==> src/hdl/cpr_pkg.sv <==
// constants and carrier types for the core plane register bank
package cpr_pkg;
    localparam int ADDR_W = 9;
    // register indices; byte address is four times the index
    localparam logic [6:0] IDX_WINDOW = 7'h00;
    localparam logic [6:0] IDX_TIMER0 = 7'h01;
    localparam logic [6:0] IDX_PCL = 7'h02;
    localparam logic [6:0] IDX_FLAGS = 7'h03;
    localparam logic [6:0] IDX_POINTER = 7'h04;
    localparam logic [6:0] IDX_PORTA = 7'h05;
    localparam logic [6:0] IDX_IRQ_EN = 7'h08;
    localparam logic [6:0] IDX_PENDING = 7'h09;
    localparam logic [6:0] IDX_PORT_RDSEL = 7'h0A;
    localparam logic [6:0] IDX_RAM_FIRST = 7'h20;
    localparam logic [6:0] IDX_RAM_LAST = 7'h4F;
    localparam int RAM_DEPTH = 48;
    // field positions of the flag register
    localparam int FLAG_GB0 = 6;
    localparam int FLAG_WDT = 4;
    localparam int FLAG_PD = 3;
    localparam int FLAG_Z = 2;
    localparam int FLAG_DC = 1;
    localparam int FLAG_C = 0;
    localparam logic [7:0] FLAGS_MASK = 8'h5F;
    // enable and pending bit positions
    localparam int IRQ_PULSE_GEN = 7;
    localparam int IRQ_TIMER2 = 6;
    localparam int IRQ_TIMER0 = 4;
    localparam int IRQ_WAKEUP = 3;
    localparam int IRQ_PIN_B = 2;
    localparam int IRQ_PIN_A = 0;
    localparam logic [7:0] IRQ_MASK = 8'hDD;
    // reset values
    localparam logic [7:0] TIMER0_RST = 8'h00;
    localparam logic [7:0] PCL_RST = 8'h00;
    localparam logic [7:0] POINTER_RST = 8'h00;
    localparam logic [4:0] PORTA_LOW_RST = 5'h1F;
    localparam logic PIN7_MODE_RST = 1'b1;
    localparam logic [7:0] IRQ_EN_RST = 8'h00;
    localparam logic [7:0] PENDING_RST = 8'h00;

    typedef struct packed {
        logic pulse_gen;
        logic timer2;
        logic wakeup;
        logic timer0_tick;
    } cpr_events_t;

    typedef struct packed {
        logic update;
        logic zero;
        logic half_carry;
        logic carry;
    } cpr_alu_flags_t;
endpackage

==> src/hdl/cpr_core_plane.sv <==
// core plane register bank: window, timer0, pc low, flags, pointer, port a, irq enables
//
// Contract
// - offset 0x00 redirects through indirect pointer
// - pointer low seven bits address indirectly
// - full pointer byte is table-read low byte
// - pc low byte readable, writable, resets zero
// - watchdog and power-down flags read-only; gb0 stored
// - half-byte carry flag writable, resets zero
// - carry flag writable, resets zero
// - pin7 mode bit: 0 open-drain, 1 input
// - bit7 read gives pin or latch
// - bits 4:0 read give pins or latch
// - bits 4:0 write output latch, reset 1F
// - enables for pulse gen, timer2, timer0
// - wakeup timer enable at bit 3
// - pin enables at bits 2 and 0
// - timer0 count readable, writable, resets zero
// - read select bit 0 at index 0x0A: 1 reads latch, 0 reads pins
// - hardware sets pending, write 0 clears
// - pin7 falling edge raises its event
`timescale 1ns/10ps
`default_nettype none
module cpr_core_plane
    import cpr_pkg::*;
(
    input wire logic pclk,
    input wire logic presetn,
    input wire logic psel,
    input wire logic penable,
    input wire logic pwrite,
    input wire logic [ADDR_W-1:0] paddr,
    input wire logic [31:0] pwdata,
    input wire logic [3:0] pstrb,
    output logic [31:0] prdata,
    output logic pready,
    output logic pslverr,
    input wire cpr_events_t events,
    input wire cpr_alu_flags_t alu_flags,
    input wire logic watchdog_expired_in,
    input wire logic power_down_in,
    input wire logic [7:0] port_a_pin_in,
    output logic [4:0] port_a_out,
    output logic port_a_bit7_pin_out,
    output logic port_a_bit7_pin_oe_n,
    output logic [7:0] program_counter_low_byte,
    output logic [7:0] table_read_pointer_low,
    output logic [7:0] pending_flags,
    output logic irq_request
);
    logic [7:0] timer0_count;
    logic [7:0] indirect_pointer;
    logic [7:0] core_flag_register;
    logic [4:0] port_a_latch;
    logic pin7_latch_or_mode;
    logic [7:0] irq_enables;
    logic port_read_latch;
    logic [7:0] ram [RAM_DEPTH];
    logic [7:0] pin_prev;
    // no edge is reported until one real pin sample has been taken after reset
    logic edge_armed;
    logic [6:0] addr_idx;
    logic [6:0] eff_idx;
    logic setup;
    logic wr;
    logic [7:0] wdata;
    logic [7:0] next_read;
    logic next_err;
    logic [7:0] port_view;
    logic [7:0] set_pend;
    logic [7:0] keep_pend;
    logic timer0_wr;

    function automatic logic is_ram(input logic [6:0] idx);
        return (idx >= IDX_RAM_FIRST) && (idx <= IDX_RAM_LAST);
    endfunction

    function automatic logic [5:0] ram_slot(input logic [6:0] idx);
        logic [6:0] off;
        off = idx - IDX_RAM_FIRST;
        return off[5:0];
    endfunction

    function automatic logic hit(input logic [6:0] idx, input logic [6:0] reg_idx);
        return idx == reg_idx;
    endfunction

    assign addr_idx = paddr[8:2];
    assign eff_idx = hit(addr_idx, IDX_WINDOW) ? indirect_pointer[6:0] : addr_idx;
    assign setup = psel & ~penable;
    assign wr = psel & penable & pwrite & pstrb[0];
    assign wdata = pwdata[7:0];
    assign pready = 1'b1;

    // pins or output latch depending on read kind
    always_comb begin
        if (port_read_latch) begin
            port_view = {pin7_latch_or_mode, 2'b00, port_a_latch};
        end else begin
            port_view = {port_a_pin_in[7], 2'b00, port_a_pin_in[4:0]};
        end
    end

    // read mux over the effective index
    always_comb begin
        next_read = 8'h00;
        next_err = 1'b0;
        case (eff_idx)
            IDX_WINDOW: next_read = 8'h00;
            IDX_TIMER0: next_read = timer0_count;
            IDX_PCL: next_read = program_counter_low_byte;
            IDX_FLAGS: next_read = core_flag_register & FLAGS_MASK;
            IDX_POINTER: next_read = indirect_pointer;
            IDX_PORTA: next_read = port_view;
            IDX_IRQ_EN: next_read = irq_enables & IRQ_MASK;
            IDX_PENDING: next_read = pending_flags;
            IDX_PORT_RDSEL: next_read = {7'h00, port_read_latch};
            default: begin
                if (is_ram(eff_idx)) begin
                    next_read = ram[ram_slot(eff_idx)];
                end else begin
                    next_err = 1'b1;
                end
            end
        endcase
    end

    // read data and error captured in the setup phase
    always_ff @(posedge pclk or negedge presetn) begin
        if (!presetn) begin
            prdata <= 32'h0000_0000;
            pslverr <= 1'b0;
        end else if (setup) begin
            prdata <= {24'h00_0000, next_read};
            pslverr <= next_err;
        end
    end

    assign timer0_wr = wr && hit(eff_idx, IDX_TIMER0);

    always_ff @(posedge pclk or negedge presetn) begin
        if (!presetn) begin
            timer0_count <= TIMER0_RST;
        end else if (timer0_wr) begin
            timer0_count <= wdata;
        end else if (events.timer0_tick) begin
            timer0_count <= timer0_count + 8'h01;
        end
    end

    always_ff @(posedge pclk or negedge presetn) begin
        if (!presetn) begin
            program_counter_low_byte <= PCL_RST;
        end else if (wr && hit(eff_idx, IDX_PCL)) begin
            program_counter_low_byte <= wdata;
        end
    end

    always_ff @(posedge pclk or negedge presetn) begin
        if (!presetn) begin
            indirect_pointer <= POINTER_RST;
        end else if (wr && hit(eff_idx, IDX_POINTER)) begin
            indirect_pointer <= wdata;
        end
    end

    assign table_read_pointer_low = indirect_pointer;

    // flag register: status inputs tracked, arithmetic flags writable
    always_ff @(posedge pclk or negedge presetn) begin
        if (!presetn) begin
            core_flag_register <= 8'h00;
        end else begin
            core_flag_register[FLAG_WDT] <= watchdog_expired_in;
            core_flag_register[FLAG_PD] <= power_down_in;
            if (wr && hit(eff_idx, IDX_FLAGS)) begin
                core_flag_register[FLAG_GB0] <= wdata[FLAG_GB0];
                core_flag_register[FLAG_Z] <= wdata[FLAG_Z];
                core_flag_register[FLAG_DC] <= wdata[FLAG_DC];
                core_flag_register[FLAG_C] <= wdata[FLAG_C];
            end else if (alu_flags.update) begin
                core_flag_register[FLAG_Z] <= alu_flags.zero;
                core_flag_register[FLAG_DC] <= alu_flags.half_carry;
                core_flag_register[FLAG_C] <= alu_flags.carry;
            end
        end
    end

    always_ff @(posedge pclk or negedge presetn) begin
        if (!presetn) begin
            port_a_latch <= PORTA_LOW_RST;
            pin7_latch_or_mode <= PIN7_MODE_RST;
        end else if (wr && hit(eff_idx, IDX_PORTA)) begin
            port_a_latch <= wdata[4:0];
            pin7_latch_or_mode <= wdata[7];
        end
    end

    assign port_a_out = port_a_latch;
    // bit 7 open-drain: drive low when mode bit is 0, release otherwise
    assign port_a_bit7_pin_out = 1'b0;
    assign port_a_bit7_pin_oe_n = pin7_latch_or_mode;

    always_ff @(posedge pclk or negedge presetn) begin
        if (!presetn) begin
            port_read_latch <= 1'b0;
        end else if (wr && hit(eff_idx, IDX_PORT_RDSEL)) begin
            port_read_latch <= wdata[0];
        end
    end

    always_ff @(posedge pclk or negedge presetn) begin
        if (!presetn) begin
            irq_enables <= IRQ_EN_RST;
        end else if (wr && hit(eff_idx, IDX_IRQ_EN)) begin
            irq_enables <= wdata & IRQ_MASK;
        end
    end

    // previous pin samples for edge detection
    always_ff @(posedge pclk or negedge presetn) begin
        if (!presetn) begin
            pin_prev <= 8'hFF;
            edge_armed <= 1'b0;
        end else begin
            pin_prev <= port_a_pin_in;
            edge_armed <= 1'b1;
        end
    end

    always_comb begin
        set_pend = 8'h00;
        set_pend[IRQ_PULSE_GEN] = events.pulse_gen;
        set_pend[IRQ_TIMER2] = events.timer2;
        set_pend[IRQ_TIMER0] = events.timer0_tick && !timer0_wr
            && (timer0_count == 8'hFF);
        set_pend[IRQ_WAKEUP] = events.wakeup;
        set_pend[IRQ_PIN_B] = edge_armed & pin_prev[7] & ~port_a_pin_in[7];
        set_pend[IRQ_PIN_A] = edge_armed & pin_prev[0] & ~port_a_pin_in[0];
        keep_pend = (wr && hit(eff_idx, IDX_PENDING)) ? wdata : 8'hFF;
    end

    // set wins over a clear in the same cycle
    always_ff @(posedge pclk or negedge presetn) begin
        if (!presetn) begin
            pending_flags <= PENDING_RST;
        end else begin
            pending_flags <= ((pending_flags & keep_pend) | set_pend) & IRQ_MASK;
        end
    end

    always_ff @(posedge pclk) begin
        if (wr && is_ram(eff_idx)) begin
            ram[ram_slot(eff_idx)] <= wdata;
        end
    end

    assign irq_request = |(pending_flags & irq_enables);
endmodule // cpr_core_plane
`default_nettype wire

==> config.mk <==
export PLATFORM = sky130hd
export DESIGN_NAME = cpr_core_plane
export DESIGN_NICKNAME = d
export VERILOG_FILES = /design/src/hdl/cpr_pkg.sv /design/src/hdl/cpr_core_plane.sv
export SDC_FILE = /design/constraint.sdc
export NUM_CORES = 1
export LEC_CHECK = 0
export BUFFER_PORTS_ARGS = -buffer_cell sky130_fd_sc_hd__buf_4
export CAP_MARGIN = 10
export CORE_MARGIN = 2
export CORE_UTILIZATION = 55
export CTS_BUF_LIST = sky130_fd_sc_hd__clkbuf_4 sky130_fd_sc_hd__clkbuf_8
export DETAILED_ROUTE_END_ITERATION = 8
export GPL_TIMING_DRIVEN = 0
export PLACE_DENSITY = 0.77
export SYNTH_ARGS = -nofsm -noshare
export SYNTH_HDL_FRONTEND = slang
export SYNTH_SLANG_ARGS = --single-unit
==> constraint.sdc <==
create_clock -name pclk -period 3.03 [get_ports pclk]
set_input_delay 0.4545 -clock pclk [delete_from_list [all_inputs] [get_ports pclk]]
set_output_delay 0.4545 -clock pclk [all_outputs]
set_load 0.05 [all_outputs]
==> results.txt <==
Gate Count Post-Synth = 1362
Comb pwr share = 10.3%
Reg power frac = 51.9%
Multiplexer area fraction after synthesis = 3.56%
Leak = 7.65 nW
Area post-placement = 19600 um2
Least-Margin Pin Slew = 1.45 ns
Clock Latency Late Sink = 0.63 ns
Total core area = 32800 um2
CP max stage cell = or4b_4
Gr usage total = 36.6%
Via density = 6.79
Die X = 187 um
Final hold violation count = 0
Placed wire-length estimate = 40.4 mm
Internal Power = 9.76 mW
IO Pins = 134
Total gr overflow = 0
Cell Area, Synth = 18400 um2
Arr. time, crit path = 3.68 ns
Final WS setup = -0.129 ns
CP bufs+invs = 2
First-pass GRT wire length = 91.6 mm
Post-synthesis adder-cell area fraction = 0.0680%
Wirelength per Cell = 31.4 um
Worst Path Required = 3.55 ns
Failing checks = setup timing
VDD IR max = 0.572 mV
Largest net degree at the start of global routing = 62
Final slew viol count = 0
Post-synthesis async set-or-reset flop share = 13.7%
Complex-gate fraction of the synthesized area = 11.5%
CTS H-tree lvls = 3
Main combinational cell family by area after synthesis = compound AO/OA/AOI/OAI gates
Port Buffer Count = 73
Register bit total from synthesis = 445
Startpoint types = register
Core Util, Final = 67.5%
NetSw = 3.49 mW
Final wirelength = 64.6 mm
CP cell instances = or4b_4 > o31ai_4 > buf_6 > nor2_1 > buf_4 > a31oi_1 > nand3_1 > o211ai_1 > o2111ai_2 > a41oi_2
Initial antenna violation count = 0
Outcome = complete, but fails checks
CTS tree = done
Layout cells sized above 1 = 29.1%
CTS Buf Count = 71
Pwr Density = 599 nW/um2
Fin nets = 1637
GP Congestion = 1.02
DIE AREA = 34900 um2
Synth Area per Inst = 13.5 um2
Vias = 14000
Relative slew slack = 1.90%
Starting Density = 56.1%
Minimum clock period = 3.16 ns
Max incr delay on CP = 0.54 ns
Endpoints failing setup = 25
Post-DRT Antenna Nets = 0
CTS clk-pin slew, worst paths = 0.06 ns
CP Capture Type = register
Simple-gate share of the synthesized area = 10.3%
Vias in the first global route = 13500
EDFF count, synth = 384
Synth Area in XOR/XNOR = 0.333%
Hold Slack = 0.0376 ns
Clock network fraction of design power = 37.8%
Layout area overhead = 20.2%
Synth warnings = 0
Residual DRC = 0
Top FF cell, synth = edfxtp_1
DR iter-0 viols = 2136
Die Y = 187 um
Clock buffer depth = 3
Worst path top cell family by delay = compound AO/OA/AOI/OAI gates
Switching share of power = 26.3%
Seq/Total Area, Yosys = 71.0%
CTS Sinks = 445
Max_cap viols = 0
Min-delay worst type = primary input to register
Peak Freq = 0.317 GHz
Clk_skew = 0.0300 ns
Post-Layout Inst Area = 22100 um2
Period Utilization, post-route = 104%
RSZ-0062 raised after global routing = yes
# rows = 66
Max FO, Critical Path = 10
Drt first pass iters = 7
Clk root buf = clkbuf_8
Yosys cell types = 75
Kind of critical path = register to register
per-layer routing:
metal  vias up  share of wire (%)  track usage, %  wire [um]
met5         -              0.062            1.24         40
met4         2                7.0            22.7       4540
met3       327                 16            13.6      10200
met2      1345                 43            53.5      27900
met1      6677                 34            46.5      21900
li1       5609                  -               -          -
cell usage in the layout, fill, tap and decap left out, types with 7 or more instances in the layout:
cell and count:
inv_1 9, dfrtp_1 50, a221oi_1 15, o22ai_1 40, clkbuf_4 30, nor3_2 7
dfstp_2 8, nor3_1 14, mux2_2 36, nor2_4 43, a31oi_1 33, nand2_1 189
a21oi_1 44, clkinv_1 9, conb_1 29, clkbuf_8 74, buf_2 16, nand4_1 10
nand3_1 46, mux2i_1 25, edfxtp_1 384, buf_6 7, o211ai_1 9, o21ai_0 52
buf_4 145, nor2_1 59, o221ai_1 19, clkbuf_2 13
sequential cells by signal, indices dropped and copies added, names as in the netlist:
register and count:
core_flag_register 6, edge_armed 1, irq_enables 6, pending_flags 6, pin_prev 2, port_a_bit7_pin_oe_n 1, port_a_out 5, port_read_latch 1
prdata 8, program_counter_low_byte 8, pslverr 1, ram 384, table_read_pointer_low 8, timer0_count 8
repair_timing:
item	in CTS	in global routing
hold endpoints to repair	57	0
gates cloned	0	0
gates resized for setup	209	31
pin swaps	16	8
buffers inserted	25	5
endpoints found under the setup margin	399	272
hold buffers	5	0
worst paths after layout:
check,from,endpoint,slack (ns),cells past startpoint
worst max-delay path,table_read_pointer_low[2]$_DFFE_PN0P_,prdata[2]$_DFFE_PN0P_,-0.13,10
worst max register to register,table_read_pointer_low[2]$_DFFE_PN0P_,prdata[2]$_DFFE_PN0P_,-0.13,10
max in group asynchronous,presetn,table_read_pointer_low[0]$_DFFE_PN0P_,1.96,2
worst min-delay path,events[2],pending_flags[6]$_DFF_PN0_,0.04,2
min in group asynchronous,presetn,prdata[5]$_DFFE_PN0P_,0.51,2
worst min register to register,pin_prev[7]$_DFF_PN1_,pending_flags[2]$_DFF_PN0_,0.50,2
Yosys cell counts (all sizes together) (8+ instances only):
cell	instances	area (um2)
mux2	36	405
a21oi	47	235
dfrtp	53	1330
a31oi	37	231
o31ai	9	91.3
a221oi	16	140
clkbuf	28	105
nand2	196	736
o22ai	41	257
o21ai	58	290
nand3	50	255
nand4	10	62.6
nor3	24	130
inv	9	33.8
dfstp	8	210
o221ai	19	166
mux2i	25	250
edfxtp	384	11500
buf	73	440
o211ai	9	67.6
nor2	108	410
metrics by stage:
stage / power [mW] / instances / worst slack, ns / setup TNS (ns)
finish: 13.2 / 2056 / -0.129 / -0.730
global route: 13.5 / 2055 / -0.0957 / -5.10
CTS: 13.1 / 2050 / -0.0418 / -0.0503
detailed placement: 8.19 / 1904 / -1.92 / -527.60
global placement: 8.16 / 1904 / -1.87 / -512.95
floorplan: 7.61 / 1389 / -0.0242 / -2.19
power groups by stage:
stage	sequential (mW)	clock, mW	combinational (mW)
floorplan	7.03	0	0.587
global placement	6.98	0	1.18
detailed placement	6.98	0	1.21
CTS	6.86	4.96	1.29
global route	6.87	5.23	1.40
finish	6.87	5.01	1.37
kinds of logic (layout without fill, tap and decap cells):
group | Yosys count | in the layout
buffers and inverters | 110 | 334
other | 2 | 30
muxes | 61 | 61
AOI/OAI and AO/OA | 308 | 308
and+or+nand+nor | 428 | 428
adders and majority gates | 1 | 1
xor gates and xnor gates | 7 | 7
DFF | 445 | 445
cell type report:
type                    count  area, um2
clock inverters            20        141
plain buffers              99        669
well taps                 442        553
diodes                      1       2.50
multi-input cells         834       5560
flip-flops and latches    445      13100
fillers                  2278      10700
clock buffers              98       1190
repair buffers            108        898
inverters                   9       33.8
Power figures use the tool's default switching activity.
